### config.mk
export PLATFORM = sky130hd
export DESIGN_NAME = ext_program_memory_interface
export DESIGN_NICKNAME = d
export VERILOG_FILES = /design/src/verilog/ext_mem_pkg.sv /design/src/verilog/phase_count_if.sv /design/src/verilog/ext_program_memory_interface.sv /design/src/verilog/phase_counter.sv
export SDC_FILE = /design/constraint.sdc
export NUM_CORES = 1
export LEC_CHECK = 0
export ABC_CLOCK_PERIOD_IN_PS = 3300
export BUFFER_PORTS_ARGS = -buffer_cell sky130_fd_sc_hd__buf_4
export CELL_PAD_IN_SITES_DETAIL_PLACEMENT = 0
export CELL_PAD_IN_SITES_GLOBAL_PLACEMENT = 1
export CORE_MARGIN = 3
export CORE_UTILIZATION = 33
export CTS_BUF_LIST = sky130_fd_sc_hd__clkbuf_8
export CTS_CLUSTER_SIZE = 16
export DETAILED_ROUTE_END_ITERATION = 7
export PLACE_DENSITY = 0.78
export REMOVE_ABC_BUFFERS = 1
export SLEW_MARGIN = 20
export SYNTH_ARGS = -nofsm -noshare
export SYNTH_HDL_FRONTEND = slang
export SYNTH_SLANG_ARGS = --single-unit
### constraint.sdc
create_clock -name aclk -period 3.3 [get_ports aclk]
set_input_delay 0.66 -clock aclk [delete_from_list [all_inputs] [get_ports aclk]]
set_output_delay 0.66 -clock aclk [all_outputs]
set_load 0.02 [all_outputs]
### src/verilog/ext_mem_pkg.sv
// Package with register map, field layout and bus timing constants.
package ext_mem_pkg;

  // ---------------------------------------------------------------
  // Register map
  // ---------------------------------------------------------------
  localparam logic [7:0]  CFG_INDEX      = 8'hc5;
  localparam logic [11:0] CFG_ADDR       = {2'h0, CFG_INDEX, 2'h0};
  localparam logic [11:0] STATUS_ADDR    = 12'h318;
  localparam logic [7:0]  CFG_RESET      = 8'h01;

  // ---------------------------------------------------------------
  // Field positions of external_memory_config
  // ---------------------------------------------------------------
  localparam int          WAIT_LSB       = 4;
  localparam int          WAIT_MSB       = 7;
  localparam int          BANK_LSB       = 1;
  localparam int          BANK_MSB       = 3;
  localparam int          ALL_ONCHIP_BIT = 0;

  // ---------------------------------------------------------------
  // Status register bits
  // ---------------------------------------------------------------
  localparam int          ST_BUSY_BIT    = 0;
  localparam int          ST_SECURE_BIT  = 1;
  localparam int          ST_EXT_BIT     = 2;
  localparam int          ST_DATA_LSB    = 8;

  // ---------------------------------------------------------------
  // Core side and bus timing, in core clock cycles
  // ---------------------------------------------------------------
  localparam logic [7:0]  STORE_OPCODE   = 8'ha5;
  localparam logic [4:0]  ADDR_CYCLES    = 5'h04;
  localparam logic [4:0]  HOLD_CYCLES    = 5'h02;
  localparam logic [4:0]  MIN_CYCLE      = 5'h07;
  localparam logic [4:0]  MIN_ACCESS     = 5'h05;
  localparam logic [1:0]  RESP_OKAY      = 2'h0;
  localparam logic [1:0]  RESP_DECERR    = 2'h3;

  typedef enum logic [5:0] {
    ST_IDLE   = 6'h01,
    ST_FLASH  = 6'h02,
    ST_ADDR   = 6'h04,
    ST_STROBE = 6'h08,
    ST_HOLD   = 6'h10,
    ST_DONE   = 6'h20
  } bus_state_t;

endpackage : ext_mem_pkg

### src/verilog/phase_count_if.sv
// Interface between the bus sequencer and its phase counter.
`timescale 1ns/1ns
interface phase_count_if;
  logic       load;
  logic [4:0] value;
  logic       zero;
  modport owner (output load, output value, input zero);
  modport counter (input load, input value, output zero);
endinterface : phase_count_if

### src/verilog/ext_program_memory_interface.sv
// External program-memory interface with its configuration registers.
// How it works
// RULE_01 - Sixteen address lines, eight data lines, write strobe and output enable.
// RULE_02 - After reset all program accesses go to flash, no external cycles.
// RULE_03 - Secure flash keeps everything on-chip; no external cycle ever starts.
// RULE_04 - In secure mode the all-on-chip bit reads one; writes cannot change it.
// RULE_05 - Bits 7:4 give wait states, same count for reads and writes.
// RULE_06 - Output enable stays low one cycle plus the wait count.
// RULE_07 - Write strobe stays low one cycle plus the wait count.
// RULE_08 - Bits 3:1 move the external boundary down from 0xE000 by 0x2000 per code.
// RULE_09 - Bit 0 set sends all to flash; clear lets the bank field decide.
// RULE_10 - On reads the address comes out before output enable falls.
// RULE_11 - Read data is taken as output enable rises.
// RULE_12 - On writes address first, then data, then the write strobe.
// RULE_13 - The memory stores write data at the rising write strobe.
// RULE_14 - Every external cycle lasts seven cycles plus one per wait state.
// RULE_15 - Memory gets at least five cycles of access time.
// RULE_16 - No ready input; only the wait count sets cycle length.
// RULE_17 - Reads are code moves; stores use the data pointer, then increment it.
// RULE_18 - Store opcode stores only when break select is clear, else breaks.
// RULE_19 - Address, data and strobes are pins shared with general ports.
// RULE_20 - Strobes idle high; data bus driven only while writing.
// RULE_21 - The core stalls until the whole cycle ends, then gets data or ack.
`timescale 1ns/1ns
module ext_program_memory_interface
  import ext_mem_pkg::*;
(
  input  wire logic        aclk,
  input  wire logic        aresetn,
  // AXI4-Lite register port
  input  wire logic [11:0] s_axi_awaddr,
  input  wire logic        s_axi_awvalid,
  output logic             s_axi_awready,
  input  wire logic [31:0] s_axi_wdata,
  input  wire logic [3:0]  s_axi_wstrb,
  input  wire logic        s_axi_wvalid,
  output logic             s_axi_wready,
  output logic [1:0]       s_axi_bresp,
  output logic             s_axi_bvalid,
  input  wire logic        s_axi_bready,
  input  wire logic [11:0] s_axi_araddr,
  input  wire logic        s_axi_arvalid,
  output logic             s_axi_arready,
  output logic [31:0]      s_axi_rdata,
  output logic [1:0]       s_axi_rresp,
  output logic             s_axi_rvalid,
  input  wire logic        s_axi_rready,
  // Core request port
  input  wire logic        core_req,
  input  wire logic [7:0]  core_opcode,
  input  wire logic [15:0] core_addr,
  input  wire logic [15:0] data_pointer,
  input  wire logic [7:0]  core_wdata,
  input  wire logic        break_select,
  input  wire logic        flash_secure,
  output logic             core_stall,
  output logic             core_ack,
  output logic [7:0]       core_rdata,
  output logic             dp_increment,
  output logic             software_break,
  // On-chip flash port
  output logic             flash_req,
  output logic             flash_write,
  output logic [15:0]      flash_addr,
  output logic [7:0]       flash_wdata,
  input  wire logic [7:0]  flash_rdata,
  // External memory pins
  output logic [15:0]      ext_addr_bus,
  input  wire logic [7:0]  ext_data_bus_in,
  output logic [7:0]       ext_data_bus_out,
  output logic             ext_data_bus_oe,
  output logic             ext_output_enable_n,
  output logic             ext_write_strobe_n
);

  // ---------------------------------------------------------------
  // Configuration register and AXI4-Lite slave
  // ---------------------------------------------------------------
  logic [7:0]  cfg_q;
  logic        bvalid_q;
  logic [1:0]  bresp_q;
  logic        rvalid_q;
  logic [1:0]  rresp_q;
  logic [31:0] rdata_q;
  bus_state_t  state_q;
  bus_state_t  state_d;
  logic [7:0]  rd_byte_q;

  wire         wr_take    = s_axi_awvalid && s_axi_wvalid && !bvalid_q;
  wire         rd_take    = s_axi_arvalid && !rvalid_q;
  wire         wr_cfg     = wr_take && (s_axi_awaddr == CFG_ADDR) && s_axi_wstrb[0];
  wire         wr_hit     = (s_axi_awaddr == CFG_ADDR) || (s_axi_awaddr == STATUS_ADDR);
  wire         rd_cfg     = (s_axi_araddr == CFG_ADDR);
  wire         rd_status  = (s_axi_araddr == STATUS_ADDR);
  wire [31:0]  status_val = {16'h0000, rd_byte_q, 5'h00,
                             (state_q == ST_ADDR) || (state_q == ST_STROBE)
                             || (state_q == ST_HOLD),
                             flash_secure, state_q != ST_IDLE};
  wire [31:0]  rd_val     = rd_cfg ? {24'h000000, cfg_q} : (rd_status ? status_val : 32'h0);

  // RULE_04 - secure pins bit zero
  wire [7:0]   cfg_wr_val = {s_axi_wdata[7:1], s_axi_wdata[0] | flash_secure};

  assign s_axi_awready = wr_take;
  assign s_axi_wready  = wr_take;
  assign s_axi_bvalid  = bvalid_q;
  assign s_axi_bresp   = bresp_q;
  assign s_axi_arready = rd_take;
  assign s_axi_rvalid  = rvalid_q;
  assign s_axi_rresp   = rresp_q;
  assign s_axi_rdata   = rdata_q;

  // RULE_02 - reset value is flash only
  always_ff @(posedge aclk)
  begin
    if (!aresetn)
      cfg_q <= CFG_RESET;
    else if (wr_cfg)
      cfg_q <= cfg_wr_val;
    else if (flash_secure)
      cfg_q[ALL_ONCHIP_BIT] <= 1'b1;
  end

  always_ff @(posedge aclk)
  begin
    if (!aresetn)
    begin
      bvalid_q <= 1'b0;
      bresp_q  <= RESP_OKAY;
    end
    else if (wr_take)
    begin
      bvalid_q <= 1'b1;
      bresp_q  <= wr_hit ? RESP_OKAY : RESP_DECERR;
    end
    else if (s_axi_bready)
      bvalid_q <= 1'b0;
  end

  always_ff @(posedge aclk)
  begin
    if (!aresetn)
    begin
      rvalid_q <= 1'b0;
      rresp_q  <= RESP_OKAY;
      rdata_q  <= 32'h0;
    end
    else if (rd_take)
    begin
      rvalid_q <= 1'b1;
      rresp_q  <= (rd_cfg || rd_status) ? RESP_OKAY : RESP_DECERR;
      rdata_q  <= rd_val;
    end
    else if (s_axi_rready)
      rvalid_q <= 1'b0;
  end

  // ---------------------------------------------------------------
  // Address decode and request classification
  // ---------------------------------------------------------------
  wire [3:0]  wait_cfg   = cfg_q[WAIT_MSB:WAIT_LSB];
  wire [2:0]  bank_cfg   = cfg_q[BANK_MSB:BANK_LSB];
  wire        is_store   = (core_opcode == STORE_OPCODE);
  // RULE_18 - break select turns the store into a break
  wire        is_break   = is_store && break_select;
  // RULE_17 - stores address through the data pointer
  wire [15:0] req_addr   = is_store ? data_pointer : core_addr;
  // RULE_08 - boundary falls by one 8 KB step per code
  wire        bank_ext   = (req_addr[15:13] >= (3'h7 - bank_cfg));
  // RULE_09 - all-on-chip bit overrides bank field
  // RULE_03 - secure flash never goes external
  wire        ext_hit    = !flash_secure && !cfg_q[ALL_ONCHIP_BIT] && bank_ext;
  wire        req_new    = core_req && (state_q == ST_IDLE) && !core_ack;

  // ---------------------------------------------------------------
  // Bus sequencer
  // ---------------------------------------------------------------
  phase_count_if phase ();

  phase_counter u_phase_counter
  (
    .aclk    (aclk),
    .aresetn (aresetn),
    .cnt     (phase)
  );

  logic [15:0] addr_q;
  logic [7:0]  wdata_q;
  logic        write_q;
  logic [3:0]  wait_q;
  logic        ack_q;
  logic        incr_q;
  logic        break_q;
  logic [7:0]  core_rdata_q;
  logic        flash_req_q;
  logic        first_addr_q;
  logic [7:0]  data_meta_q;
  logic [7:0]  data_sync_q;

  // RULE_14 - four address, two hold
  // RULE_15 - access spans address and strobe
  // RULE_16 - strobe phase length comes only from the wait count
  always_comb
  begin
    state_d      = state_q;
    phase.load   = 1'b0;
    phase.value  = 5'h00;
    case (state_q)
      ST_IDLE:
      begin
        if (req_new && !is_break)
        begin
          if (ext_hit)
          begin
            state_d     = ST_ADDR;
            phase.load  = 1'b1;
            phase.value = ADDR_CYCLES - 5'h01;
          end
          else
            state_d = ST_FLASH;
        end
      end
      ST_FLASH:
        state_d = ST_DONE;
      ST_ADDR:
      begin
        if (phase.zero)
        begin
          state_d     = ST_STROBE;
          phase.load  = 1'b1;
          phase.value = {1'b0, wait_q};
        end
      end
      ST_STROBE:
      begin
        if (phase.zero)
        begin
          state_d     = ST_HOLD;
          phase.load  = 1'b1;
          phase.value = HOLD_CYCLES - 5'h01;
        end
      end
      ST_HOLD:
      begin
        if (phase.zero)
          state_d = ST_DONE;
      end
      ST_DONE:
        state_d = ST_IDLE;
      default:
        state_d = ST_IDLE;
    endcase
  end

  always_ff @(posedge aclk)
  begin
    if (!aresetn)
      state_q <= ST_IDLE;
    else
      state_q <= state_d;
  end

  // RULE_05 - one wait count for both directions, frozen per cycle
  always_ff @(posedge aclk)
  begin
    if (!aresetn)
    begin
      addr_q  <= 16'h0000;
      wdata_q <= 8'h00;
      write_q <= 1'b0;
      wait_q  <= 4'h0;
    end
    else if (req_new && !is_break)
    begin
      addr_q  <= req_addr;
      wdata_q <= core_wdata;
      write_q <= is_store;
      wait_q  <= wait_cfg;
    end
  end

  always_ff @(posedge aclk)
  begin
    if (!aresetn)
      first_addr_q <= 1'b0;
    else
      first_addr_q <= req_new && !is_break && ext_hit;
  end

  // The first data flop sees the pin, the second sees the first; the capture reads the second.
  always_ff @(posedge aclk)
  begin
    if (!aresetn)
    begin
      data_meta_q <= 8'h00;
      data_sync_q <= 8'h00;
    end
    else
    begin
      data_meta_q <= ext_data_bus_in;
      data_sync_q <= data_meta_q;
    end
  end

  // RULE_11 - synced copy equals the pin at the rising output enable
  always_ff @(posedge aclk)
  begin
    if (!aresetn)
      core_rdata_q <= 8'h00;
    else if (state_q == ST_HOLD && phase.zero && !write_q)
      core_rdata_q <= data_sync_q;
    else if (state_q == ST_FLASH && !write_q)
      core_rdata_q <= flash_rdata;
  end

  always_ff @(posedge aclk)
  begin
    if (!aresetn)
      rd_byte_q <= 8'h00;
    else if (state_q == ST_DONE && !write_q)
      rd_byte_q <= core_rdata_q;
  end

  always_ff @(posedge aclk)
  begin
    if (!aresetn)
      flash_req_q <= 1'b0;
    else
      flash_req_q <= req_new && !is_break && !ext_hit;
  end

  // RULE_21 - acknowledge only after the whole cycle
  always_ff @(posedge aclk)
  begin
    if (!aresetn)
    begin
      ack_q   <= 1'b0;
      incr_q  <= 1'b0;
      break_q <= 1'b0;
    end
    else
    begin
      ack_q   <= (state_d == ST_DONE) || (req_new && is_break);
      incr_q  <= (state_d == ST_DONE) && write_q;
      break_q <= req_new && is_break;
    end
  end

  assign core_ack       = ack_q;
  assign core_stall     = core_req && !ack_q;
  assign core_rdata     = core_rdata_q;
  assign dp_increment   = incr_q;
  assign software_break = break_q;
  assign flash_req      = flash_req_q;
  assign flash_write    = flash_req_q && write_q;
  assign flash_addr     = addr_q;
  assign flash_wdata    = wdata_q;

  // ---------------------------------------------------------------
  // Pin drive
  // ---------------------------------------------------------------
  wire ext_active = (state_q == ST_ADDR) || (state_q == ST_STROBE) || (state_q == ST_HOLD);

  // RULE_01 - address bus driven from the cycle register
  // RULE_19 - pins handed to port mux through these outputs
  assign ext_addr_bus        = ext_active ? addr_q : 16'h0000;
  // RULE_10 - output enable only after the address phase
  // RULE_06 - low for one plus wait cycles
  assign ext_output_enable_n = !((state_q == ST_STROBE) && !write_q);
  // RULE_07 - low for one plus wait cycles
  assign ext_write_strobe_n  = !((state_q == ST_STROBE) && write_q);
  // RULE_12 - data follows the first address cycle
  // RULE_13 - data held past the rising write strobe
  // RULE_20 - bus released except while writing
  assign ext_data_bus_oe     = ext_active && write_q && !first_addr_q;
  assign ext_data_bus_out    = wdata_q;

  // ---------------------------------------------------------------
  // Checks
  // ---------------------------------------------------------------
  logic [4:0] low_len_q;
  logic [4:0] cyc_len_q;
  logic [4:0] acc_len_q;

  always_ff @(posedge aclk)
  begin
    if (!aresetn)
    begin
      low_len_q <= 5'h00;
      cyc_len_q <= 5'h00;
      acc_len_q <= 5'h00;
    end
    else
    begin
      low_len_q <= (state_q == ST_STROBE) ? low_len_q + 5'h01 : 5'h00;
      cyc_len_q <= ext_active ? cyc_len_q + 5'h01 : 5'h00;
      acc_len_q <= (ext_active && state_q != ST_HOLD) ? acc_len_q + 5'h01 : 5'h00;
    end
  end

  property p_strobes_exclusive;
    @(posedge aclk) disable iff (!aresetn)
    !(!ext_output_enable_n && !ext_write_strobe_n);
  endproperty
  a_strobes_exclusive: assert property (p_strobes_exclusive) // RULE_20
    else $error("both strobes low");

  property p_secure_no_ext;
    @(posedge aclk) disable iff (!aresetn)
    (flash_secure && state_q == ST_IDLE) |-> ##1 !(state_q == ST_ADDR);
  endproperty
  a_secure_no_ext: assert property (p_secure_no_ext) // RULE_03
    else $error("external cycle started in secure mode");

  property p_secure_bit;
    @(posedge aclk) disable iff (!aresetn)
    flash_secure |=> cfg_q[ALL_ONCHIP_BIT];
  endproperty
  a_secure_bit: assert property (p_secure_bit) // RULE_04
    else $error("all-on-chip bit cleared in secure mode");

  property p_read_strobe_len;
    @(posedge aclk) disable iff (!aresetn)
    $rose(ext_output_enable_n) |-> (low_len_q == {1'b0, wait_q} + 5'h01);
  endproperty
  a_read_strobe_len: assert property (p_read_strobe_len) // RULE_06
    else $error("output enable width wrong");

  property p_write_strobe_len;
    @(posedge aclk) disable iff (!aresetn)
    $rose(ext_write_strobe_n) |-> (low_len_q == {1'b0, wait_q} + 5'h01);
  endproperty
  a_write_strobe_len: assert property (p_write_strobe_len) // RULE_07
    else $error("write strobe width wrong");

  property p_addr_before_oe;
    @(posedge aclk) disable iff (!aresetn)
    $fell(ext_output_enable_n) |-> $past(ext_active) && $stable(ext_addr_bus);
  endproperty
  a_addr_before_oe: assert property (p_addr_before_oe) // RULE_10
    else $error("output enable before address");

  property p_data_before_we;
    @(posedge aclk) disable iff (!aresetn)
    $fell(ext_write_strobe_n) |-> $past(ext_data_bus_oe) && ext_data_bus_oe;
  endproperty
  a_data_before_we: assert property (p_data_before_we) // RULE_12
    else $error("write strobe before data");

  property p_cycle_len;
    @(posedge aclk) disable iff (!aresetn)
    (state_q == ST_HOLD && phase.zero) |->
      (cyc_len_q + 5'h01 == MIN_CYCLE + {1'b0, wait_q});
  endproperty
  a_cycle_len: assert property (p_cycle_len) // RULE_14
    else $error("external cycle length wrong");

  property p_access_time;
    @(posedge aclk) disable iff (!aresetn)
    $rose(ext_output_enable_n) |-> (acc_len_q >= MIN_ACCESS);
  endproperty
  a_access_time: assert property (p_access_time) // RULE_15
    else $error("access time too short");

  property p_break;
    @(posedge aclk) disable iff (!aresetn)
    (req_new && is_store && break_select) |=> software_break && core_ack && !dp_increment;
  endproperty
  a_break: assert property (p_break) // RULE_18
    else $error("break opcode not taken as break");

  property p_reset_flash;
    @(posedge aclk)
    !aresetn |=> cfg_q == CFG_RESET && state_q == ST_IDLE;
  endproperty
  a_reset_flash: assert property (p_reset_flash) // RULE_02
    else $error("reset state not flash only");

endmodule : ext_program_memory_interface

### src/verilog/phase_counter.sv
// Loadable down counter that times each phase of an external cycle.
`timescale 1ns/1ns
module phase_counter
(
  input  wire logic         aclk,
  input  wire logic         aresetn,
  phase_count_if.counter    cnt
);
  logic [4:0] count_q;

  always_ff @(posedge aclk)
  begin
    if (!aresetn)
      count_q <= 5'h00;
    else if (cnt.load)
      count_q <= cnt.value;
    else if (count_q != 5'h00)
      count_q <= count_q - 5'h01;
  end

  assign cnt.zero = (count_q == 5'h00);
endmodule : phase_counter
# Word-level counts from Yosys, hierarchy flattened
# Index checks and enable logic that the tools add are counted.
[classes]
add_sub_neg = 2
magnitude_cmp = 1
eq_ne = 13
muxes = 31
n_bitwise = 1
reduce_logical = 49
[op_table]
columns = ["cell", "count"]
rows = [
  ["$mux W16", 4],
  ["$eq A12 B10 Y1 const B", 4],
  ["$pmux W6 S5", 1],
  ["$logic_and A1 B1 Y1", 25],
  ["$mux W6", 4],
  ["$mux W8", 2],
  ["$eq A6 B6 Y1 const B", 2],
  ["$pmux W4 S3", 1],
  ["$logic_not A1 Y1", 11],
  ["$mux W1", 10],
  ["$mux W5", 2],
  ["$reduce_bool A2 Y1", 5],
  ["$eq A8 B8 Y1 const B", 1],
  ["$mux W2", 4],
  ["$eq A6 B1 Y1 const B", 1],
  ["$eq A6 B2 Y1 const B", 1],
  ["$eq A6 B3 Y1 const B", 1],
  ["$eq A6 B4 Y1 const B", 1],
  ["$eq A6 B5 Y1 const B", 1],
  ["$ne A6 B1 Y1 const B", 1],
  ["$logic_not A5 Y1", 1],
  ["$logic_or A1 B1 Y1", 5],
  ["$reduce_bool A5 Y1", 1],
  ["$sub A5 B1 Y5 const B", 1],
  ["7 further kinds", 7],
]
[totals]
reg_bits = 123
inputBits = 134
out_inout_bits = 106
word_cells = 119

# Depth between registers and ports, before layout
[logic_depth]
ltp_word = 9
mapped_depth = 8
depth_no_buf = 8

# Hierarchy
# From an unflattened synthesis, not the netlist that was laid out.
[unflattened]
cells_unflattened = 523
hier_area_um2 = 4679.5
[modules_own_cells]
columns = ["mod", "instances", "cells_per_inst", "area_per_inst_um2", "seq_area_each_um2"]
rows = [
  ["ext_program_memory_interface", 1, 489, 4379.2, 2001.9],
  ["phase_counter", 1, 34, 300.3, 100.1],
]

# Least setup slack after synthesis
# Ideal clock, no wire load.
[synth_timing]
kind = "input -> register"
startpoint = "input core_opcode[3]"
endpoint = "register u_phase_counter.count_q[1]"
setup_ns = 0.122
t_arrival_ns = 2.464
t_required_ns = 3.178
setup_slack_ns = 0.714
path_stages = 8
n_path_buf = 0
path_cell_list = "and4bb_1 -> nand2_2 -> mux2i_1 -> ha_1 -> nand2b_1 -> a211oi_1 -> nor4_2 -> o31a_2"
[synth_between]
elab_chain_len = 8
word_cells_on_any_way = 15
cone_classes = "order compare (1); eq/ne (1); mux (8); reduce/logical (5)"
[synth_rtl]
columns = ["item", "line", "source"]
rows = [
  ["from (decl)", "ext_program_memory_interface.sv:50", "input wire logic [7:0] core_opcode,"],
  ["$eq A8 B8 Y1 (*)", "ext_program_memory_interface.sv:163", "wire is_store = (core_opcode == STORE_OPCODE);"],
  ["$mux W16", "ext_program_memory_interface.sv:167", "wire [15:0] req_addr = is_store ? data_pointer : core_addr;"],
  ["$ge A3 B3 Y1", "ext_program_memory_interface.sv:169", "wire bank_ext = (req_addr[15:13] >= (3'h7 - bank_cfg));"],
  ["$logic_and A1 B1 Y1", "ext_program_memory_interface.sv:172", "wire ext_hit = !flash_secure && !cfg_q[ALL_ONCHIP_BIT] && bank_ext;"],
  ["$mux W2 or $mux W1 (tied branches)", "ext_program_memory_interface.sv:213", "if (ext_hit)"],
  ["$mux W2 or $mux W1 (tied branches)", "ext_program_memory_interface.sv:211", "if (req_new && !is_break)"],
  ["$pmux W4 S3 or $pmux W1 S2 (tied branches)", "ext_program_memory_interface.sv:208", "case (state_q)"],
  ["$mux W5 or $reduce_bool A2 Y1 (tied branches)", "--", ""],
  ["to (signal assigned)", "phase_counter.sv:16", "count_q <= cnt.value;"],
  ["to (signal assigned)", "phase_counter.sv:18", "count_q <= count_q - 5'h01;"],
  ["to (decl)", "phase_counter.sv:9", "logic [4:0] count_q;"],
]
# Mark *: on every way between the ends. The rest lies on a longest branch, timed or not.
# A chain may end at the register's enable or synchronous reset.

# Worst setup path after layout
[layout_timing]
startpoint = "register state_q[1]"
endpoint = "output ext_data_bus_oe"
[layout_between]
elab_chain_len = 5
word_cells_on_any_way = 7
cone_classes = "eq/ne (3); reduce/logical (4)"
[layout_rtl]
columns = ["item", "line", "source"]
rows = [
  ["from (decl)", "ext_program_memory_interface.sv:85", "bus_state_t state_q;"],
  ["from (signal assigned)", "ext_program_memory_interface.sv:260", "state_q <= state_d;"],
  ["$eq A6 B3 Y1 or $eq A6 B4 Y1 (tied branches)", "ext_program_memory_interface.sv:362", "wire ext_active = (state_q == ST_ADDR) || (state_q == ST_STROBE) || (state_q == ST_HOLD);"],
  ["$logic_or A1 B1 Y1", "ext_program_memory_interface.sv:362", ""],
  ["$logic_or A1 B1 Y1 (*)", "ext_program_memory_interface.sv:362", ""],
  ["$logic_and A1 B1 Y1 (*) (2 in series)", "ext_program_memory_interface.sv:375", "assign ext_data_bus_oe = ext_active && write_q && !first_addr_q;"],
  ["to (decl)", "ext_program_memory_interface.sv:71", "output logic ext_data_bus_oe,"],
]
# Marks and branches as above.

==> impl_metrics.ini <==
[floorplanning]
pin_count = 240
core_region_area_mm2 = 0.0135
fp.dieH_um = 125
initial_core_util_pct = 34.5
dieArea_mm2 = 0.0156
num_rows = 42
die_w_um = 125

[grt]
grt_pass1_wl_um = 21600
antenna_found_initial = 0
grt_pass1_vias = 4269
grt_max_degree = 45
track_usage_pct = 16.8
grt_overflow = 0

[clocking]
clock_latency_ps = 380
cts_setup_buffers = 0
cts_max_level = 3
clk_path_buf_depth = 2
cts_tree = yes
hold_buffers = 0
clock-sinks = 105
cts-root-buf = clkbuf_8
ctsResizeCount = 0
cts_buffers = 9
path_clk_slew_ps = 120

[finish]
fin_cells = 858
area_growth_pct = 35.4
finalInstanceArea_mm2 = 0.00630
post_route_cells_drive_above_1_share_pct = 34.3
antenna_cells = 0
nets = 815
register_area_mm2 = 0.00210
fin_util_pct = 46.6
fill_cells = 1334
multiInputGateArea_mm2 = 0.00220

[setup_path]
start_kind = register
rr_startpoint = state_q[2]
reg2reg_depth = 4
rrSetupSlack_ps = 880
crit_start = state_q[1]
path_class = reg -> out
arrival_ps = 2260
timing.rr.end = flash_addr[9]
crit_end = ext_data_bus_oe
crit_fanout = 21
cp.required_ps = 2640
cp-end-kind = output pin

[drt]
drt_pre_antenna_iters = 6
totalWireLength_um = 13500
drc = 0
postRouteAntennaNets = 0
wire_per_inst_um = 15.8
vias_per_cell = 4.98
drt_iter0_drc = 213
via_count = 4273

[sta]
setup_violations = 0
min_period_over_period_pct = 88.5
finalClockSkew_ps = 14.3
slew-limit-headroom_pct = 51.7
slew_viol_final = 0
post-route-min-period_ps = 2920
hold_violations = 0
fin_setup_tns_ps = 0
final.setup.worst_slack_ps = 379
rsz0062_at_grt = no
tightest_slew_ps = 724
max_freq_mhz = 342

[pwr]
ir_drop_uv = 219
p_leak_nw = 2.89
p_per_area_mw_per_mm2 = 452

[min_path]
hold_class = reg -> reg

[place]
post-dp-hpwl_um = 10400
dp_cells = 842
gp_congestion = 0.743
port_buffers = 196
pre_cts_ws_ps = 467
placed_cell_area_mm2 = 0.00610

[yosys]
synthTopCellsByCount = dfxtp_1 (105), a21oi_1 (50), and2_1 (36)
synth_flop_cell = dfxtp_1
synth.area.top_cells = dfxtp_1 (45%), a21oi_1 (5.4%), and2_1 (4.8%), mux2i_1 (4.7%), buf_4 (4.5%)
syn_inst = 508
synth_edf_count = 0
netlist.area_leader.share_pct = 45.2
yosysWarningCount = 0
synthArstFlopShare_pct = 0
syn-cell-area_mm2 = 0.00465
ys_seq_area_share_pct = 45.2
ys_seq_elements = 105
synth_cell_types = 62
yosysMostFrequentCell = dfxtp_1
syn-mean-instance-area_um2 = 9.16
synth_top_cell_by_area = dfxtp_1

[run_status]
status = finished clean

[run]
cap_violations = 0
kinds of logic (layout without fill, tap and decap cells):
family	count (synthesis)	in the layout	share of synthesized area (%)
AOI/OAI and AO/OA	134	134	18.1
xor gates and xnor gates	4	4	0.753
adders and majority gates	4	4	1.08
buffers and inverters	76	235	8.74
DFF	105	105	45.2
muxes	24	24	5.22
other	1	16	0.0806
and+or+nand+nor	160	160	20.8
worst max-delay path, cell delays in order, from the launching register on:
cell and delay [ps]:
dfxtp_1 390, nor3_1 410, o211a_1 620, nor3b_1 270
buf_4 180
cell usage in the layout, fill, tap and decap left out, types with 5 or more instances in the layout:
| cell | instances |
|---|---|
| o21ai_0 | 28 |
| nand2b_1 | 7 |
| a22o_1 | 8 |
| buf_4 | 202 |
| dfxtp_1 | 105 |
| and3_1 | 5 |
| a211oi_1 | 16 |
| inv_1 | 16 |
| nand2_1 | 18 |
| and2_1 | 36 |
| a21oi_1 | 50 |
| o221ai_1 | 8 |
| conb_1 | 16 |
| mux2i_1 | 22 |
| nor2_1 | 24 |
| clkbuf_8 | 9 |
| nand3_1 | 28 |
how the worst min path moves through the flow:
stage / from / to / cells past startpoint
CTS: data_meta_q[4] / data_sync_q[4] / 1
global route: data_meta_q[7] / data_sync_q[7] / 1
finish: data_meta_q[4] / data_sync_q[4] / 1
detailed placement: data_meta_q[4] / data_sync_q[4] / 1
floorplan: data_meta_q[0] / data_sync_q[0] / 1
global placement: data_meta_q[7] / data_sync_q[7] / 1
flip-flops by register name, indices dropped and copies added, names as in the netlist, 4 cells and up:
name,count
cfg_q,8
core_rdata,8
data_meta_q,8
data_sync_q,8
ext_data_bus_out,8
flash_addr,16
rd_byte_q,8
s_axi_rdata,16
state_q,6
u_phase_counter.count_q,5
wait_q,4
cell type report:
class                           count  share of cell area [%]
Clock inverter                      7                    1.13
Inverter                           17                    1.01
Multi-Input combinational cell    342                    34.9
Tap cell                          176                    3.50
Clock buffer                        9                    1.97
Timing Repair Buffer              202                    24.1
Sequential cell                   105                    33.4
stage by stage:
step           hold slack [ps]  power [mW]
3_5_place_dp               419        2.08
3_3_place_gp               417        2.07
6_report                   425        2.85
4_1_cts                    436        2.88
5_1_grt                    451        3.00
2_1_floorplan              412        1.79
report_power, final:
part	switching [mW]	internal [mW]	total, mW
clock	0.495	0.297	0.792
sequential	0.0682	1.35	1.42
combinational	0.348	0.293	0.640
per-layer routing:
layer / global-route usage (%) / vias to the layer above / share of wire, %
li1: - / 2118 / -
met5: 0 / - / 0
met2: 30.1 / 129 / 51
met4: 4.13 / 0 / 1.4
met1: 19.9 / 2010 / 42
met3: 4.20 / 16 / 5.3
No activity file was read; power rests on OpenSTA's default activity.
